### src/asp_params.svh
`ifndef ASP_PARAMS_SVH
`define ASP_PARAMS_SVH
// ------------------------------------------------------------
// Register map (byte addresses)
// ------------------------------------------------------------
`define ASP_OFS_CTRL 4'h0
`define ASP_OFS_STATUS 4'h4
`define ASP_OFS_MASK 4'h8
`define ASP_OFS_STATE 4'hc
// ------------------------------------------------------------
// Field positions
// ------------------------------------------------------------
`define ASP_CTRL_EN 0
`define ASP_EV_CONV 0
`define ASP_EV_READ 1
`define ASP_EV_ERR 2
// ------------------------------------------------------------
// Reset values and counts
// ------------------------------------------------------------
`define ASP_CTRL_RST 1'b1
`define ASP_MASK_RST 3'h0
`define ASP_RESULT_BITS 16
// Half-period of the master clock in I_CLK cycles per divide code
`define ASP_DIV0 8'h02
`define ASP_DIV1 8'h04
`define ASP_DIV2 8'h08
`define ASP_DIV3 8'h10
`endif

### src/asp_pkg.sv
package asp_pkg;
	// Serial port configuration from the mode pins and the shared pins
	typedef struct packed {
		logic serial;
		logic slave;
		logic sync_polarity_select;
		logic serial_clock_invert;
		logic read_mode_or_chain_in;
		logic output_format_select;
		logic [1:0] serial_clock_divide;
	} asp_cfg_t;
	// Read sequence state
	typedef enum logic [1:0] {ASP_IDLE, ASP_MASTER, ASP_SLAVE} asp_state_t;
endpackage

### src/asp_sync.sv
// Two flip-flop synchroniser for pin inputs
module asp_sync #(
	parameter int W = 1
) (
	input wire logic i_clk,
	input wire logic i_resetn,
	input wire logic [W-1:0] i_d,
	output logic [W-1:0] o_q
);
	logic [W-1:0] meta; // First stage, read only by the second
	// Second stage feeds the logic
	always_ff @(posedge i_clk or negedge i_resetn) begin
		if (!i_resetn) begin
			meta <= '0;
			o_q <= '0;
		end else begin
			meta <= i_d;
			o_q <= meta;
		end
	end
endmodule

### src/asp_clkdiv.sv
`include "asp_params.svh"
// Half-period tick generator for the master serial clock
module asp_clkdiv import asp_pkg::*; (
	input wire logic i_clk,
	input wire logic i_resetn,
	input wire logic i_run,
	input wire logic [1:0] i_code,
	output logic o_tick
);
	logic [7:0] cnt; // Cycles since last tick
	logic [7:0] half; // Selected half-period
	// Fixed ratio per divide code
	always_comb begin
		case (i_code)
			2'h0: half = `ASP_DIV0;
			2'h1: half = `ASP_DIV1;
			2'h2: half = `ASP_DIV2;
			default: half = `ASP_DIV3;
		endcase
	end
	// Count restarts whenever the shifter is idle, so the first half-period is full
	always_ff @(posedge i_clk or negedge i_resetn) begin
		if (!i_resetn) begin
			cnt <= 8'h00;
			o_tick <= 1'b0;
		end else if (!i_run) begin
			cnt <= 8'h00;
			o_tick <= 1'b0;
		end else if (cnt >= half - 8'h01) begin
			cnt <= 8'h00;
			o_tick <= 1'b1;
		end else begin
			cnt <= cnt + 8'h01;
			o_tick <= 1'b0;
		end
	end
endmodule

### src/asp_top.sv
// Local design decisions: the APB register port and the placing of the registers.
`include "asp_params.svh"
// How it works
// - Master read-after-convert uses divide pins
// - Divide pins tri-stated in other serial modes
// - Parallel mode drives shared pins as bits
// - Master mode drives internal clock out
// - Slave clock from host, gated by select
// - Sync polarity chosen by pin
// - Clock invert pin in both modes
// - Chain input appears after 16 clocks
// - Read-during outputs previous result
// - Read-after waits for conversion end
// - MSB first, binary or twos complement
// - Sync active while master data valid
// - Slave read unfinished at conversion end flags error
// - Busy from start until result latched
module asp_top import asp_pkg::*; #(
	parameter int BITS = `ASP_RESULT_BITS
) (
	// Clock and reset
	input wire logic I_CLK,
	input wire logic I_RESETN,
	// Conversion core
	input wire logic I_CONV_START,
	input wire logic I_CONV_DONE,
	input wire logic [BITS-1:0] I_CONV_DATA,
	// Mode pins and host strobes
	input wire logic I_SERIAL_PARALLEL_SELECT,
	input wire logic I_OUTPUT_FORMAT_SELECT,
	input wire logic I_CS_N,
	input wire logic I_RD_N,
	// Shared pins, data bits 2 to 7
	input wire logic [5:0] I_SHARED,
	output logic [5:0] O_SHARED,
	output logic [5:0] O_SHARED_OE,
	// Serial clock pin
	input wire logic I_SCLK,
	output logic O_SCLK,
	output logic O_SCLK_OE,
	// Serial outputs
	output logic O_SERIAL_RESULT_OUT,
	output logic O_SYNC,
	output logic O_INCOMPLETE_READ_FLAG,
	output logic O_BUSY,
	output logic O_IRQ,
	// APB slave
	input wire logic PSEL,
	input wire logic PENABLE,
	input wire logic PWRITE,
	input wire logic [3:0] PADDR,
	input wire logic [31:0] PWDATA,
	output logic [31:0] PRDATA,
	output logic PREADY,
	output logic PSLVERR
);
	initial begin
		if (BITS < 8 || BITS > 31) $error("BITS out of range");
	end

	// ------------------------------------------------------------
	// Pin synchronisers
	// ------------------------------------------------------------
	logic [11:0] pins_s; // Synchronised pin levels
	asp_sync #(.W(12)) u_sync (
		.i_clk(I_CLK),
		.i_resetn(I_RESETN),
		.i_d({I_SHARED, I_SCLK, I_RD_N, I_CS_N, I_OUTPUT_FORMAT_SELECT,
			I_SERIAL_PARALLEL_SELECT, 1'b0}),
		.o_q(pins_s)
	);
	logic cs_act; // Chip select and read both low
	logic sclk_s; // Synchronised external clock
	asp_cfg_t cfg; // Decoded configuration
	assign cs_act = !pins_s[4] && !pins_s[3];
	assign sclk_s = pins_s[5];
	always_comb begin
		cfg.serial = pins_s[1];
		cfg.output_format_select = pins_s[2];
		cfg.slave = pins_s[8];
		cfg.sync_polarity_select = pins_s[9];
		cfg.serial_clock_invert = pins_s[10];
		cfg.read_mode_or_chain_in = pins_s[11];
		// Divide pins only count in master read-after-convert
		cfg.serial_clock_divide = (!pins_s[8] && !pins_s[11]) ? pins_s[7:6] : 2'h0;
	end

	// ------------------------------------------------------------
	// Register state
	// ------------------------------------------------------------
	logic ctrl_en; // Software enable for new read sequences
	logic [2:0] status; // Sticky events
	logic [2:0] mask; // Interrupt mask
	asp_state_t state; // Read sequence state
	logic [BITS-1:0] result; // Latched, formatted result
	logic [BITS-1:0] shreg; // Output shift register
	logic [4:0] bit_cnt; // Bits shifted so far
	logic sclk_int; // Internal master clock level
	logic sclk_eff_d; // Previous effective external clock
	logic tick; // Master half-period tick
	logic rd_ok; // Result not yet read
	logic ev_conv, ev_read, ev_err; // One-cycle events
	logic apb_do; // Access phase completes
	logic sclk_eff; // External clock after inversion
	logic slave_edge; // Active edge of the external clock

	// Format: MSB inverted gives twos complement when format pin is low
	function automatic logic [BITS-1:0] fmt(input logic [BITS-1:0] d, input logic ob);
		fmt = {d[BITS-1] ^ !ob, d[BITS-2:0]};
	endfunction

	assign apb_do = PSEL && PENABLE && PREADY;
	assign sclk_eff = sclk_s ^ cfg.serial_clock_invert;
	assign slave_edge = sclk_eff && !sclk_eff_d && cs_act;

	// ------------------------------------------------------------
	// Master clock divider
	// ------------------------------------------------------------
	asp_clkdiv u_div (
		.i_clk(I_CLK),
		.i_resetn(I_RESETN),
		.i_run(state == ASP_MASTER),
		.i_code(cfg.serial_clock_divide),
		.o_tick(tick)
	);

	// ------------------------------------------------------------
	// Busy and result latch
	// ------------------------------------------------------------
	// Busy rises on start and falls once the result is latched
	always_ff @(posedge I_CLK or negedge I_RESETN) begin
		if (!I_RESETN) begin
			O_BUSY <= 1'b0;
			result <= '0;
		end else if (I_CONV_DONE) begin
			O_BUSY <= 1'b0;
			result <= fmt(I_CONV_DATA, cfg.output_format_select);
		end else if (I_CONV_START) begin
			O_BUSY <= 1'b1;
		end
	end

	// ------------------------------------------------------------
	// Read sequence
	// ------------------------------------------------------------
	// Events of the read sequence, decoded once for status and state
	always_comb begin
		ev_conv = I_CONV_DONE;
		ev_err = I_CONV_DONE && state == ASP_SLAVE && bit_cnt < 5'(BITS);
		ev_read = 1'b0;
		if (state == ASP_MASTER && tick && sclk_int && bit_cnt == 5'(BITS - 1))
			ev_read = 1'b1;
		if (state == ASP_SLAVE && slave_edge && bit_cnt == 5'(BITS - 1))
			ev_read = 1'b1;
	end

	// Shifter, bit counter and clock level
	always_ff @(posedge I_CLK or negedge I_RESETN) begin
		if (!I_RESETN) begin
			state <= ASP_IDLE;
			shreg <= '0;
			bit_cnt <= 5'h00;
			sclk_int <= 1'b0;
			sclk_eff_d <= 1'b0;
			rd_ok <= 1'b0;
		end else begin
			sclk_eff_d <= sclk_eff;
			if (I_CONV_DONE)
				rd_ok <= 1'b1;
			case (state)
				ASP_IDLE: begin
					bit_cnt <= 5'h00;
					sclk_int <= 1'b0;
					if (ctrl_en && cfg.serial && cfg.slave && cs_act) begin
						// Host clock: load latest result
						state <= ASP_SLAVE;
						shreg <= result;
					end else if (ctrl_en && cfg.serial && !cfg.slave) begin
						if (cfg.read_mode_or_chain_in && I_CONV_START) begin
							// Previous result goes out during conversion
							state <= ASP_MASTER;
							shreg <= result;
						end else if (!cfg.read_mode_or_chain_in && I_CONV_DONE) begin
							// Fresh result only after conversion ends
							state <= ASP_MASTER;
							shreg <= fmt(I_CONV_DATA, cfg.output_format_select);
						end
					end
				end
				ASP_MASTER: begin
					if (tick) begin
						sclk_int <= !sclk_int;
						if (sclk_int) begin
							shreg <= {shreg[BITS-2:0], 1'b0};
							bit_cnt <= bit_cnt + 5'h01;
							if (bit_cnt == 5'(BITS - 1)) begin
								state <= ASP_IDLE;
								rd_ok <= 1'b0;
							end
						end
					end
				end
				ASP_SLAVE: begin
					if (ev_err || !cs_act || !cfg.slave) begin
						// Unfinished read loses its data
						state <= ASP_IDLE;
					end else if (slave_edge) begin
						// Chain input fills in behind the result
						shreg <= {shreg[BITS-2:0], cfg.read_mode_or_chain_in};
						if (bit_cnt < 5'(BITS))
							bit_cnt <= bit_cnt + 5'h01;
						if (bit_cnt == 5'(BITS - 1))
							rd_ok <= 1'b0;
					end
				end
				default: state <= ASP_IDLE;
			endcase
		end
	end

	// ------------------------------------------------------------
	// Serial pins
	// ------------------------------------------------------------
	// Registered pin drivers
	always_ff @(posedge I_CLK or negedge I_RESETN) begin
		if (!I_RESETN) begin
			O_SCLK <= 1'b0;
			O_SCLK_OE <= 1'b0;
			O_SERIAL_RESULT_OUT <= 1'b0;
			O_SYNC <= 1'b0;
			O_INCOMPLETE_READ_FLAG <= 1'b0;
		end else begin
			// Clock pin driven only by the master
			O_SCLK_OE <= cfg.serial && !cfg.slave;
			O_SCLK <= sclk_int ^ cfg.serial_clock_invert;
			O_SERIAL_RESULT_OUT <= (state != ASP_IDLE) ? shreg[BITS-1] : 1'b0;
			// Sync at its active level while master data is valid
			O_SYNC <= (state == ASP_MASTER) ^ cfg.sync_polarity_select;
			O_INCOMPLETE_READ_FLAG <= ev_err;
		end
	end

	// Shared pins: parallel bits or serial config inputs
	always_ff @(posedge I_CLK or negedge I_RESETN) begin
		if (!I_RESETN) begin
			O_SHARED <= 6'h00;
			O_SHARED_OE <= 6'h00;
		end else if (!cfg.serial) begin
			O_SHARED <= result[7:2];
			O_SHARED_OE <= 6'h3f;
		end else begin
			// Divide pins are high impedance in every serial mode
			O_SHARED <= 6'h00;
			O_SHARED_OE <= 6'h00;
		end
	end

	// ------------------------------------------------------------
	// APB registers and interrupt
	// ------------------------------------------------------------
	// One wait state per access keeps read data registered
	always_ff @(posedge I_CLK or negedge I_RESETN) begin
		if (!I_RESETN) begin
			PREADY <= 1'b0;
			PSLVERR <= 1'b0;
			PRDATA <= 32'h0000_0000;
		end else begin
			PREADY <= PSEL && PENABLE && !PREADY;
			PSLVERR <= PSEL && PENABLE && !PREADY && PADDR[1:0] != 2'h0;
			case (PADDR)
				`ASP_OFS_CTRL: PRDATA <= {31'h0, ctrl_en};
				`ASP_OFS_STATUS: PRDATA <= {29'h0, status};
				`ASP_OFS_MASK: PRDATA <= {29'h0, mask};
				`ASP_OFS_STATE: PRDATA <= {24'h0, cfg.serial, cfg.slave, rd_ok,
					bit_cnt == 5'(BITS), O_BUSY, 1'b0, state};
				default: PRDATA <= 32'h0000_0000;
			endcase
		end
	end

	// Writable control and mask
	always_ff @(posedge I_CLK or negedge I_RESETN) begin
		if (!I_RESETN) begin
			ctrl_en <= `ASP_CTRL_RST;
			mask <= `ASP_MASK_RST;
		end else if (apb_do && PWRITE) begin
			if (PADDR == `ASP_OFS_CTRL)
				ctrl_en <= PWDATA[`ASP_CTRL_EN];
			if (PADDR == `ASP_OFS_MASK)
				mask <= PWDATA[2:0];
		end
	end

	// Status clears on read; a same-cycle event wins over the clear
	always_ff @(posedge I_CLK or negedge I_RESETN) begin
		if (!I_RESETN) begin
			status <= 3'h0;
			O_IRQ <= 1'b0;
		end else begin
			status <= ((apb_do && !PWRITE && PADDR == `ASP_OFS_STATUS) ? 3'h0 : status)
				| {ev_err, ev_read, ev_conv};
			O_IRQ <= |(status & mask);
		end
	end
endmodule

### config.mk
export PLATFORM = sky130hd
export DESIGN_NAME = asp_top
export DESIGN_NICKNAME = d
export VERILOG_FILES = /design/src/asp_pkg.sv /design/src/asp_sync.sv /design/src/asp_clkdiv.sv /design/src/asp_top.sv
export VERILOG_INCLUDE_DIRS = /design/src
export SDC_FILE = /design/constraint.sdc
export NUM_CORES = 1
export LEC_CHECK = 0
export BUFFER_PORTS_ARGS = -buffer_cell sky130_fd_sc_hd__buf_2
export CORE_ASPECT_RATIO = 1.5
export CORE_MARGIN = 4
export CORE_UTILIZATION = 52
export DETAILED_ROUTE_END_ITERATION = 8
export GPL_ROUTABILITY_DRIVEN = 0
export GPL_TIMING_DRIVEN = 0
export PLACE_DENSITY = 0.79
export SLEW_MARGIN = 40
export SYNTH_ARGS = -nofsm -noshare
export SYNTH_HDL_FRONTEND = slang
export SYNTH_SLANG_ARGS = --single-unit
### constraint.sdc
create_clock -name I_CLK -period 3 [get_ports I_CLK]
set_clock_uncertainty 0.15 [all_clocks]
set_input_delay 0.6 -clock I_CLK [delete_from_list [all_inputs] [get_ports I_CLK]]
set_output_delay 0.6 -clock I_CLK [all_outputs]
set_load 0.01 [all_outputs]
* Word-level counts from Yosys, hierarchy flattened
Index checks and enable logic that the tools add are counted.
** Word-level totals
- Output and inout bits :: 53
- Bits in registers :: 109
- Bits of input ports :: 70
** Cells by class
- Add/sub/neg operators :: 3
- Bitwise gates (word level) :: 6
- Muxes and demuxes :: 48
- Reduce and logical (&&, ||, !) cells :: 52
- Magnitude comparators :: 2
- Equality and inequality tests :: 18
** Operators with widths (number)
- $mux W16 :: 8
- $pmux W16 S3 :: 1
- $pmux W8 S4 :: 1
- $pmux W5 S3 :: 2
- $logic_and A1 B1 Y1 :: 25
- $mux W5 :: 5
- $mux W2 :: 9
- $mux W8 :: 2
- $mux W1 :: 14
- $mux W6 :: 2
- $reduce_and A6 Y1 :: 2
- $logic_not A1 Y1 :: 10
- $ne A2 B2 Y1 const B :: 5
- $add A8 B1 Y8 const B :: 1
- $eq A4 B4 Y1 const B :: 2
- $ge A8 B8 Y1 :: 1
- $reduce_bool A2 Y1 :: 4
- $reduce_and A7 Y1 :: 1
- $pmux W2 S3 :: 1
- $reduce_and A2 Y1 :: 3
- $sub A5 B1 Y6 const B :: 1
- $add A5 B1 Y5 const B :: 1
- $eq A5 B4 Y1 const B :: 1
- $eq A5 B5 Y1 const B :: 1
- 17 further kinds :: 26

* Logic depth before layout (Yosys ltp)
Gate-level depths: netlist of run 1.
- Word-level depth :: 9
- Mapped depth :: 8
- Mapped depth without buffers :: 8

* By module
From an unflattened synthesis of run 1, not the netlist that was laid out.
** Unflattened totals
- Cells, all modules :: 374
- Area total of the unflattened synthesis :: 4703.3 µm²
** By module, submodules not included
- asp_top :: area an instance 3681.0 µm², seq. area each 1828.0 µm², instances 1, cells each 315
- asp_sync :: area an instance 600.6 µm², seq. area each 600.6 µm², instances 1, cells each 24
- asp_clkdiv :: area an instance 421.7 µm², seq. area each 225.2 µm², instances 1, cells each 35

* Worst setup path before layout of run 1
No wires, ideal clock.
- Path kind :: register -> register
- Start :: register u_sync.o_q[3]
- End :: register shreg[10]
- Required time :: 2.725 ns
- Data arrival time :: 1.929 ns
- Path slack :: 0.796 ns
- Cell stages (with the launch flop) :: 8
- Cell sequence :: dfrtp_1 or3b_1 buf_2 nor2_4 nand2_2 a211oi_4 buf_12 mux2_4
** On the way
- Cells in the longest elaborated chain, start to end :: 7
** Ends and longest elaborated chain
- start: declaration :: RTL line asp_sync.sv:8 : output logic [W-1:0] o_q
- start signal: assignment :: RTL line asp_sync.sv:18 : o_q <= meta;
- $logic_not A1 Y1 * :: RTL line asp_top.sv:75 : assign cs_act = !pins_s[4] && !pins_s[3];
- $logic_and A1 B1 Y1 * :: RTL line asp_top.sv:75
- $logic_not A1 Y1 :: RTL line asp_top.sv:204 : if (ev_err || !cs_act || !cfg.slave) begin
- $logic_or A1 B1 Y1 (2 in series) :: RTL line asp_top.sv:204
- $ne A2 B2 Y1 (no source line)
- $reduce_and A7 Y1 (no source line)
- end signal: assignment :: RTL line asp_top.sv:186 : shreg <= fmt(I_CONV_DATA, cfg.output_format_select);
- end signal: assignment :: RTL line asp_top.sv:194 : shreg <= {shreg[BITS-2:0], 1'b0};
- end signal: assignment :: RTL line asp_top.sv:209 : shreg <= {shreg[BITS-2:0], cfg.read_mode_or_chain_in};
- end: declaration :: RTL line asp_top.sv:96 : logic [BITS-1:0] shreg;
Mark *: on every way between the ends. The rest lies on a longest branch, timed or not.
A chain may end at the register's enable or synchronous reset.

* Worst setup path after layout of run 1
- Start :: register u_sync.o_q[1]
- End :: register shreg[8]
** On the way
- Cells in the longest elaborated chain, start to end :: 5
** Ends and longest elaborated chain
- $logic_and A1 B1 Y1 * :: RTL line asp_top.sv:174, asp_top.sv:178
- $logic_and A1 B1 Y1 (2 in series) :: RTL line asp_top.sv:174 : if (ctrl_en && cfg.serial && cfg.slave && cs_act) begin
- $ne A4 B4 Y1 (no source line) (tied with other cells)
- $reduce_and A7 Y1 (no source line) / $pmux W16 S3 (equally long branches)
- end signal: assignment :: RTL line asp_top.sv:177 : shreg <= result;
- end signal: assignment :: RTL line asp_top.sv:182 : shreg <= result;
- end signal: assignment :: RTL line asp_top.sv:186
Marks and branches as above.

==> results of run 1 <==
flip-flops by register name (all words and copies together) (netlist names), 2 cells and up:
name	cells
result	16
shreg	16
u_sync.meta	11
u_sync.o_q	11
PRDATA	8
u_div.cnt	8
O_SHARED	6
bit_cnt	5
mask	3
status	3
state	2
logic make-up (layout without fill, tap and decap cells):
logic type | count (synthesis) | after routing
adder cells (fa/ha/maj) | 11 | 11
AND/OR/NAND/NOR | 91 | 91
XOR/XNOR | 8 | 8
multiplexers | 55 | 55
AO/OA/AOI/OAI | 49 | 49
other | 1 | 27
buffers and inverters | 49 | 136
flip-flops | 104 | 104
layer usage:
metal / up-vias / part of all wire (%)
met3: 11 / 5.4
met2: 71 / 53
met5: - / 0
met1: 1404 / 40
met4: 0 / 1.9
li1: 1417 / -
metrics by stage:
| step | hold WS [ns] | utilization, % |
|---|---|---|
| after floorplan | 0.154 | - |
| after global placement | 0.183 | 60.4 |
| after detailed placement | 0.185 | 60.9 |
| after CTS | 0.195 | 64.8 |
| after global routing | 0.192 | 64.8 |
| final | 0.197 | 64.8 |
worst max-delay path by stage:
stage,start,slack (ns),cells past startpoint,end
6_report,u_sync.o_q[1],0.47,6,shreg[8]
5_1_grt,u_sync.o_q[1],0.31,6,shreg[10]
4_1_cts,u_sync.o_q[1],0.46,6,shreg[8]
3_5_place_dp,I_CONV_START,0.47,7,shreg[6]
3_3_place_gp,I_RESETN,0.16,1,u_sync.o_q[1]
2_1_floorplan,u_sync.o_q[3],0.80,7,shreg[10]
area by class of cell:
class / instances / area (sq um)
Buffer: 38 / 277
Clock buffer: 10 / 229
Clock inverter: 6 / 92.6
Fill cell: 657 / 3000
Inverter: 11 / 41.3
Multi-Input combinational cell: 241 / 1740
Sequential cell: 104 / 2600
Tap cell: 107 / 134
Timing Repair Buffer: 71 / 393
cells in the mapped netlist, types with 2 or more instances:
library cell  count  area, sq um
inv_1            11         41.3
nand2_1          26         97.6
o211ai_1          2         15.0
nand2b_1          2         12.5
a31oi_1           3         18.8
a21o_1            3         22.5
a21oi_1           4         20.0
clkbuf_1          6         22.5
nor2b_1          10         62.6
nor2_1           17         63.8
xor2_1            5         43.8
ha_1             11          138
mux2i_1          17          170
o21ai_0          24          120
dfrtp_1         103         2580
mux2_4           10          150
and2_1            5         31.3
xnor2_1           3         26.3
nand3b_1          2         15.0
nor3_1            5         25.0
buf_4            29          218
and3_1            2         12.5
mux2_2           27          304
nand3_1          10         50.1
cells in the final DEF (no fill, tap or decap), types with 2 or more instances in the layout:
cell type   Yosys  final
nand2b_1        2      2
nor2_1         17     17
buf_4          29     29
nor2b_1        10     10
xor2_1          5      5
ha_1           11     11
nand3b_1        2      2
clkbuf_16       0      9
bufinv_16       0      2
and3_1          2      2
a21o_1          3      3
a21oi_1         4      4
o21ai_0        24     24
and2_1          5      5
xnor2_1         3      3
buf_2           1     69
nor3_1          5      5
dfrtp_1       103    103
mux2_4         10     10
a31oi_1         3      3
mux2i_1        17     17
clkinvlp_4      0      2
clkbuf_1        6      7
nand3_1        10     10
inv_1          11     11
o211ai_1        2      2
nand2_1        26     26
mux2_2         27     27
conb_1          1     27
power groups by stage:
stage | clock network [uW] | registers, uW | logic (uW)
2_1_floorplan | 0 | 1710 | 442
3_3_place_gp | 0 | 1720 | 582
3_5_place_dp | 0 | 1730 | 606
4_1_cts | 1270 | 1710 | 615
5_1_grt | 1330 | 1730 | 664
6_report | 1250 | 1710 | 608
what timing repair did:
action,CTS,global route
hold buffers,1,0
gates resized for setup,0,0
hold endpoints to repair,28,0
==> reports/results.ini, run 1 <==
[synthesis]
synthMuxAreaShare_pct = 14.2
syn_area_sq_um = 4570
synthAdderAreaFrac_pct = 3.01
synth_top_family_by_area = multiplexers
yosys_warnings = 0
ys.flop_type = dfrtp_1
synthArstFlopShare_pct = 100
synthCells = 368
avgSynthCellArea_sq_um = 12.4
synth-seq-cells = 104
synth-xor-area-share_pct = 1.53
synthSimpleGateAreaFrac_pct = 10.2
synth_edf_count = 0
ys_seq_area_share_pct = 57.0
synth.distinct_cells = 55
synth-compound-area-share_pct = 7.01

[critical_path]
slowest_stage = dfrtp_1
path_max_fanout = 10
cp.arrival_ns = 2.61
reg2reg_slack_ns = 0.47
path_buf_inv = 1
crit_type = reg -> reg
startpoint_type = flop
required_ns = 3.08
critical_path.top_delay_family = compound AO/OA/AOI/OAI gates
timing.rr.end = shreg[8]
r2r-start = u_sync.o_q[1]
cp_slowest_stage_delay_ns = 0.53
crit_chain = nand2_1 -> a211oi_1 -> nor2_1 -> a211oi_4 -> buf_12 -> mux2_4
ff2ff_path_depth = 6
setup.worst_path.end_class = flop

[cells_and_area]
antenna_cells = 0
drive_gt1_share_pct = 34.5
syn2layout_area_growth_pct = 20.7
fin_nets = 557
fin_area_sq_um = 5510
instances_no_fill = 588

[cts]
cts_tree = built
cts.sinks = 104
clock_latency_ns = 0.35
clk_path_buf_depth = 2
post_cts.repair.setup_buffers = 0
path_clk_slew_ns = 0.07
cts_root_buffer = clkbuf_16
htree_levels = 3
cts_made_buffers = 9

[die]
fp.dieArea_sq_um = 10400
die_w_microns = 84.5
die-height_microns = 123
io_pins = 123
start_util_pct = 53.6
rows = 41
core-area_sq_um = 8520

[timing]
tns_ns = 0
worst_pin_slew_ns = 0.650
fmax_mhz = 395
hold_viol = 0
fin_ws_ns = 0.471
maxSlewHeadroom_pct = 56.6
rsz0062_at_grt = false
setup_viol = 0
slew_viol_final = 0
fin_crit_sh_pct = 84.3
fin_crit_ns = 2.53

[global_routing]
antenna_found_initial = 0
grt_pass1_vias = 2956
grt_first_pass_wirelength_microns = 13400
grt_start_max_net_pins = 76
gr-usage-met2_pct = 28.8
grt_use_met3_pct = 4.10
met1_usage_pct = 19.1
grt_overflow = 0
grt_busiest_layer = met2
gr-usage-all-layers_pct = 16.5

[placed_design]
dp_hpwl_microns = 5810
placed_cell_area_sq_um = 5180
dp.cells = 571
portBuffers = 69
dpl_worst_slack_ns = 0.469

[power_and_ir_drop]
p_sw_uw = 899
internal_power_uw = 2670
power_frac_comb_pct = 17.0
leakagePower_uw = 0.00264
p_total_uw = 3570
power_frac_clock_pct = 35.1
seq_power_share_pct = 47.8
ir_drop_mv = 0.524
switching_share_pct = 25.2
power_density_nw_per_um2 = 647

[worst_hold_path]
holdPathEnd = u_sync.o_q[2]
hold_depth = 0
holdCritPathClass = reg -> reg
hp-start = u_sync.meta[2]

[outcome]
outcome = finished clean

[detailed_routing]
drc = 0
num_vias = 2903
routedWlPerCell_microns = 14.0
totalWireLength_microns = 8220
drtIter0Drc = 174
drtAntennaViolNets = 0
first_pass_iters = 6
drt-vias-per-instance = 4.94

[job]
drv_cap = 0

No activity file was read; power rests on OpenSTA's default activity.
==> run 2, diff against run 1 <==
==> constraint.sdc (replaced) <==
create_clock -name I_CLK -period 2.44 [get_ports I_CLK]
set_clock_uncertainty 0.15 [all_clocks]
set_input_delay 0.488 -clock I_CLK [delete_from_list [all_inputs] [get_ports I_CLK]]
set_output_delay 0.488 -clock I_CLK [all_outputs]
set_load 0.01 [all_outputs]
==> reports/results.ini, run 2 (synthesis results as in run 1) <==
[critical_path]
startpoint_type = flop
ff2ff_path_depth = 8  ; +2
crit_type = reg -> reg
setup.worst_path.end_class = flop
timing.rr.end = shreg[8]
cp.arrival_ns = 2.39  ; -0.22 ns
required_ns = 2.52  ; -0.56 ns
r2r-start = u_sync.o_q[8]
reg2reg_slack_ns = 0.13  ; -0.34 ns
path_max_fanout = 10  ; unchanged

[timing]
maxSlewHeadroom_pct = 56.4  ; -0.20 points
worst_pin_slew_ns = 0.653  ; +0.00300 ns
fin_crit_sh_pct = 94.8  ; +11 points
holdWs_ns = 0.0893  ; -0.108 ns
rsz0062_at_grt = false
fmax_mhz = 432  ; +9.3%
slew_viol_final = 0  ; unchanged
hold_viol = 0  ; unchanged
fin_crit_ns = 2.31  ; -0.216 ns
setup_viol = 0  ; unchanged

[global_routing]
grt_pass1_vias = 2983  ; +0.91%
grt_overflow = 0  ; unchanged
gr-usage-all-layers_pct = 16.7  ; +0.14 points
antenna_found_initial = 0  ; unchanged
grt_first_pass_wirelength_microns = 13500  ; +0.78%
grt_start_max_net_pins = 76  ; unchanged

[cells_and_area]
fin_nets = 562  ; +0.90%
drive_gt1_share_pct = 36.0  ; +1.5 points
final_cell_mix = dfrtp_1 (101), buf_2 (69), buf_4 (33)
largestRegisters = result: 16 flops, shreg: 16 flops
final_common_cell = dfrtp_1
fin_util_pct = 65.6  ; +0.87 points
syn2layout_area_growth_pct = 22.3
antenna_cells = 0  ; unchanged
instances_no_fill = 593  ; +0.85%

[detailed_routing]
routedWlPerCell_microns = 14.0  ; about the same
drtAntennaViolNets = 0  ; unchanged
num_vias = 2950  ; +1.6%
totalWireLength_microns = 8290  ; +0.85%
drtIter0Drc = 163  ; -6.3%
drc = 0  ; unchanged
drt-vias-per-instance = 4.97  ; +0.76%
first_pass_iters = 4  ; -2

[power_and_ir_drop]
power_density_nw_per_um2 = 792  ; +22%
seq_power_share_pct = 47.4  ; -0.4 points
power_frac_clock_pct = 34.7  ; -0.4 points
power_frac_comb_pct = 17.8  ; +0.8 points
internal_power_uw = 3320  ; +24%
leakagePower_uw = 0.00268  ; +1.3%
switching_share_pct = 25.1  ; -0.092 points
ir_drop_mv = 0.631  ; +20%
p_sw_uw = 1110  ; +24%

[die]
rows = 41  ; unchanged
core-area_sq_um = 8520  ; unchanged
io_pins = 123  ; unchanged
fp.dieArea_sq_um = 10400  ; unchanged
die-height_microns = 123  ; unchanged
start_util_pct = 53.6  ; unchanged
die_w_microns = 84.5  ; unchanged

[outcome]
outcome = finished clean

[cts]
clock_latency_ns = 0.35  ; about the same
cts_made_buffers = 9  ; unchanged
cts_tree = built
path_clk_slew_ns = 0.07  ; about the same
cts_root_buffer = clkbuf_16
clk_path_buf_depth = 2  ; unchanged
htree_levels = 3  ; unchanged
cts.sinks = 104  ; unchanged

[placed_design]
dp_hpwl_microns = 5810  ; unchanged
portBuffers = 69  ; unchanged
dp.cells = 571  ; unchanged

[worst_hold_path]
hp-start = I_SERIAL_PARALLEL_SELECT
holdPathEnd = u_sync.meta[1]
hold_depth = 1  ; +1
holdCritPathClass = in -> reg

[job]
drv_cap = 0  ; unchanged

==> run 2: power by group through the flow <==
| stage | Clock (uW) | Combinational [uW] | Sequential (uW) |
|---|---|---|---|
| finish | 1540 | 789 | 2100 |
| global route | 1640 | 859 | 2130 |
| CTS | 1560 | 791 | 2100 |
| detailed placement | 0 | 745 | 2120 |
| global placement | 0 | 715 | 2110 |
| floorplan | 0 | 543 | 2100 |
==> run 2: critical path: stages, from the launching register on <==
cell and delay, ns:
dfrtp_2 0.41, or3b_1 0.36, buf_2 0.19, o21ai_2 0.16, nor2_1 0.08, a211oi_4 0.25
buf_12 0.15, buf_12 0.14, mux2_4 0.30
==> run 2: how the worst max path moves through the flow <==
| stage | slack [ns] | start | end | cells past startpoint |
|---|---|---|---|---|
| 2_1_floorplan | 0.24 | u_sync.o_q[3] | shreg[10] | 7 |
| 3_3_place_gp | -0.29 | I_RESETN | u_sync.o_q[1] | 1 |
| 3_5_place_dp | -0.09 | u_sync.o_q[1] | shreg[6] | 6 |
| 4_1_cts | 0.02 | u_sync.o_q[1] | shreg[8] | 7 |
| 5_1_grt | 0.05 | u_sync.o_q[8] | shreg[10] | 8 |
| 6_report | 0.13 | u_sync.o_q[8] | shreg[8] | 8 |
==> run 2: area by class of cell <==
cell class / instances / area (sq um)
Buffer: 37 / 273
Clock buffer: 10 / 229
Clock inverter: 6 / 92.6
Fill cell: 647 / 2930
Inverter: 11 / 41.3
Multi-Input combinational cell: 241 / 1750
Sequential cell: 104 / 2610
Tap cell: 107 / 134
Timing Repair Buffer: 77 / 463
==> run 2: timing repair <==
| action | in CTS | in global routing |
|---|---|---|
| endpoints found under the setup margin | 10 | 16 |
| endpoints found under the hold margin | 28 | 0 |
| setup buffers | 2 | 4 |
| pin swaps | 1 | 1 |
| gates resized for setup | 0 | 3 |
| cloned | 0 | 0 |
| hold buffers | 1 | 0 |
==> run 2: per-stage QoR <==
stage                     setup TNS, ns  power (uW)  cell area [sq um]  worst slack, ns
after floorplan                       0        2640               4670            0.236
after global placement           -29.27        2820               5140           -0.291
after detailed placement         -0.773        2870               5180          -0.0868
after CTS                             0        4450               5550           0.0196
after global routing                  0        4630               5590           0.0463
final                                 0        4430               5590            0.127
==> run 2: metal layers <==
metal	GRT usage, %	part of all wire, %	wire length [microns]
met1	19.2	40	3300
met2	28.8	52	4340
met3	4.37	5.8	483
met4	7.92	2.0	166
met5	0	0	0
==> run 3, diff against run 2 <==
--- a/config.mk
+++ b/config.mk
@@ -6,15 +6,17 @@
 export SDC_FILE = /design/constraint.sdc
 export NUM_CORES = 1
 export LEC_CHECK = 0
+export ABC_CLOCK_PERIOD_IN_PS = 2170
 export BUFFER_PORTS_ARGS = -buffer_cell sky130_fd_sc_hd__buf_2
 export CORE_ASPECT_RATIO = 1.5
 export CORE_MARGIN = 4
-export CORE_UTILIZATION = 52
+export CORE_UTILIZATION = 53
 export DETAILED_ROUTE_END_ITERATION = 8
 export GPL_ROUTABILITY_DRIVEN = 0
 export GPL_TIMING_DRIVEN = 0
-export PLACE_DENSITY = 0.79
+export PLACE_DENSITY = 0.8
 export SLEW_MARGIN = 40
 export SYNTH_ARGS = -nofsm -noshare
 export SYNTH_HDL_FRONTEND = slang
+export SYNTH_HIERARCHICAL = 1
 export SYNTH_SLANG_ARGS = --single-unit
==> constraint.sdc (replaced) <==
create_clock -name I_CLK -period 2.17 [get_ports I_CLK]
set_clock_uncertainty 0.15 [all_clocks]
set_input_delay 0.434 -clock I_CLK [delete_from_list [all_inputs] [get_ports I_CLK]]
set_output_delay 0.434 -clock I_CLK [all_outputs]
set_load 0.01 [all_outputs]
==> reports/results.ini, run 3 <==
[timing]
fmax_mhz = 481  ; +11%
fin_crit_sh_pct = 95.8  ; +1.0 points
rsz0062_at_grt = false
slew_viol_final = 0  ; unchanged
fin_crit_ns = 2.08  ; -0.234 ns
holdWs_ns = 0.0401  ; -0.0492 ns
setup_viol = 0  ; unchanged
tns_ns = 0  ; unchanged
worst_pin_slew_ns = 0.649  ; -0.00396 ns
hold_viol = 0  ; unchanged
maxSlewHeadroom_pct = 56.1  ; -0.35 points

[die]
core-area_sq_um = 8520  ; unchanged
die_w_microns = 84.5  ; about the same
rows = 41  ; unchanged
start_util_pct = 54.6  ; +1.0 points
fp.dieArea_sq_um = 10400  ; about the same
io_pins = 123  ; unchanged
die-height_microns = 123  ; about the same

[outcome]
outcome = finished clean

[global_routing]
antenna_found_initial = 0  ; unchanged
grt_start_max_net_pins = 60  ; -21%
grt_pass1_vias = 2975  ; -0.27%
gr-usage-all-layers_pct = 17.4  ; +0.71 points
grt_overflow = 0  ; unchanged
grt_first_pass_wirelength_microns = 14000  ; +3.9%

[cells_and_area]
largestRegisters = result: 16 flops, shreg: 16 flops
antenna_cells = 0  ; unchanged
drive_gt1_share_pct = 38.0  ; +2.0 points
final_cell_mix = dfrtp_1 (100), buf_2 (67), buf_4 (35)
fin_area_sq_um = 5660  ; +1.2%
fin_nets = 565  ; +0.53%
final_common_cell = dfrtp_1
syn2layout_area_growth_pct = 21.5
instances_no_fill = 596  ; +0.51%

[detailed_routing]
drt-vias-per-instance = 5.05  ; +1.5%
drtIter0Drc = 200  ; +23%
drc = 0  ; unchanged
totalWireLength_microns = 8360  ; +0.77%
drtAntennaViolNets = 0  ; unchanged
routedWlPerCell_microns = 14.0  ; +0.26%
first_pass_iters = 4  ; unchanged
num_vias = 3009  ; +2.0%

[critical_path]
required_ns = 2.25  ; -0.27 ns
path_max_fanout = 9  ; -1
critical_path_depth = 8  ; unchanged
critical_path.top_delay_family = compound AO/OA/AOI/OAI gates
cp.arrival_ns = 2.15  ; -0.24 ns
crit_chain = inv_1 -> ha_4 -> clkbuf_8 -> a21o_2 -> a21oi_2 -> o21ai_4 -> buf_6 -> mux2_4
slowest_stage = dfrtp_1
cp-startpoint = state[1]
path_buf_inv = 3  ; unchanged
ff2ff_path_depth = 8  ; unchanged
setup.worst_path.end_class = flop
cp_slowest_stage_delay_ns = 0.38  ; -0.03 ns
startpoint_type = flop
crit_type = reg -> reg
r2r-start = state[1]

[power_and_ir_drop]
power_density_nw_per_um2 = 903  ; +14%
leakagePower_uw = 0.00283  ; +5.7%
ir_drop_mv = 0.673  ; +6.7%

[cts]
cts_tree = built
cts_made_buffers = 9  ; unchanged
clock_latency_ns = 0.34  ; about the same
htree_levels = 3  ; unchanged
clk_path_buf_depth = 2  ; unchanged
cts.sinks = 104  ; unchanged
cts_root_buffer = clkbuf_16
path_clk_slew_ns = 0.07  ; about the same

[worst_hold_path]
holdCritPathClass = in -> reg
hp-start = I_SHARED[3]
hold_depth = 1  ; unchanged

[job]
drv_cap = 0  ; unchanged

[placed_design]
dp_hpwl_microns = 6030  ; +3.8%
portBuffers = 68  ; -1.4%
placed_cell_area_sq_um = 5250  ; +1.3%
dp.cells = 573  ; +0.35%

[synthesis]
syn_area_sq_um = 4650  ; +1.9%
yosys_warnings = 6  ; +6
avgSynthCellArea_sq_um = 12.5  ; +0.77%
synthCells = 372  ; +1.1%

-- run 3: layer usage --
layer / GRT usage [%] / up-vias / wire length [microns]
li1: - / 1454 / -
met3: 3.56 / 22 / 462
met1: 20.3 / 1444 / 3300
met5: 0 / - / 0
met4: 10.8 / 0 / 280
met2: 29.2 / 89 / 4310
-- run 3: path summary, 6_finish.rpt --
| kind | to | slack (ns) |
|---|---|---|
| max | shreg[1] | 0.09 |
| min | u_sync/meta[9] | 0.04 |
| max reg2reg | shreg[1] | 0.09 |
| min reg2reg | u_sync/o_q[8] | 0.20 |
| max in group asynchronous | u_sync/o_q[8] | 0.85 |
| min in group asynchronous | u_div/cnt[4] | 0.44 |
-- run 3: stage by stage --
stage	utilization [%]	setup slack, ns	power (uW)
after detailed placement	61.7	-0.297	3450
after floorplan	-	0.0504	3150
after global placement	61.3	-0.518	3390
after CTS	65.7	0.0265	5100
final	66.4	0.0913	5110
after global routing	66.4	0.0205	5360
-- run 3: what timing repair did --
item                                   in CTS  in global routing
buffers inserted                            1                  5
endpoints found under the hold margin      57                  0
pin swaps                                   1                  2
resized for setup                          10                 10
cloned                                      1                  0
setup endpoints to repair                  16                 18
hold buffers                                1                  0
-- run 3: worst reg2reg max path, cell delays in order, from the launching register on --
cell and delay [ns]:
dfrtp_1 0.38, inv_1 0.13, ha_4 0.21, clkbuf_8 0.16, a21o_2 0.23, a21oi_2 0.16
o21ai_4 0.11, buf_6 0.15, mux2_4 0.29
-- run 3: cell type report --
class                      instances  area (sq um)
multi-input combinational        244          1860
sequential                       104          2610
buffer                            38           284
inverter                          10          37.5
fill                             656          2860
tap                              107           134
clock buffer                      10           229
timing repair buffer              77           437
clock inverter                     6          68.8
-- run 3: where the power goes --
part,total (uW),internal (uW),switching (uW)
registers,2390,2220,167
clock network,1590,900,693
logic,1130,621,506
total,5110,3740,1370
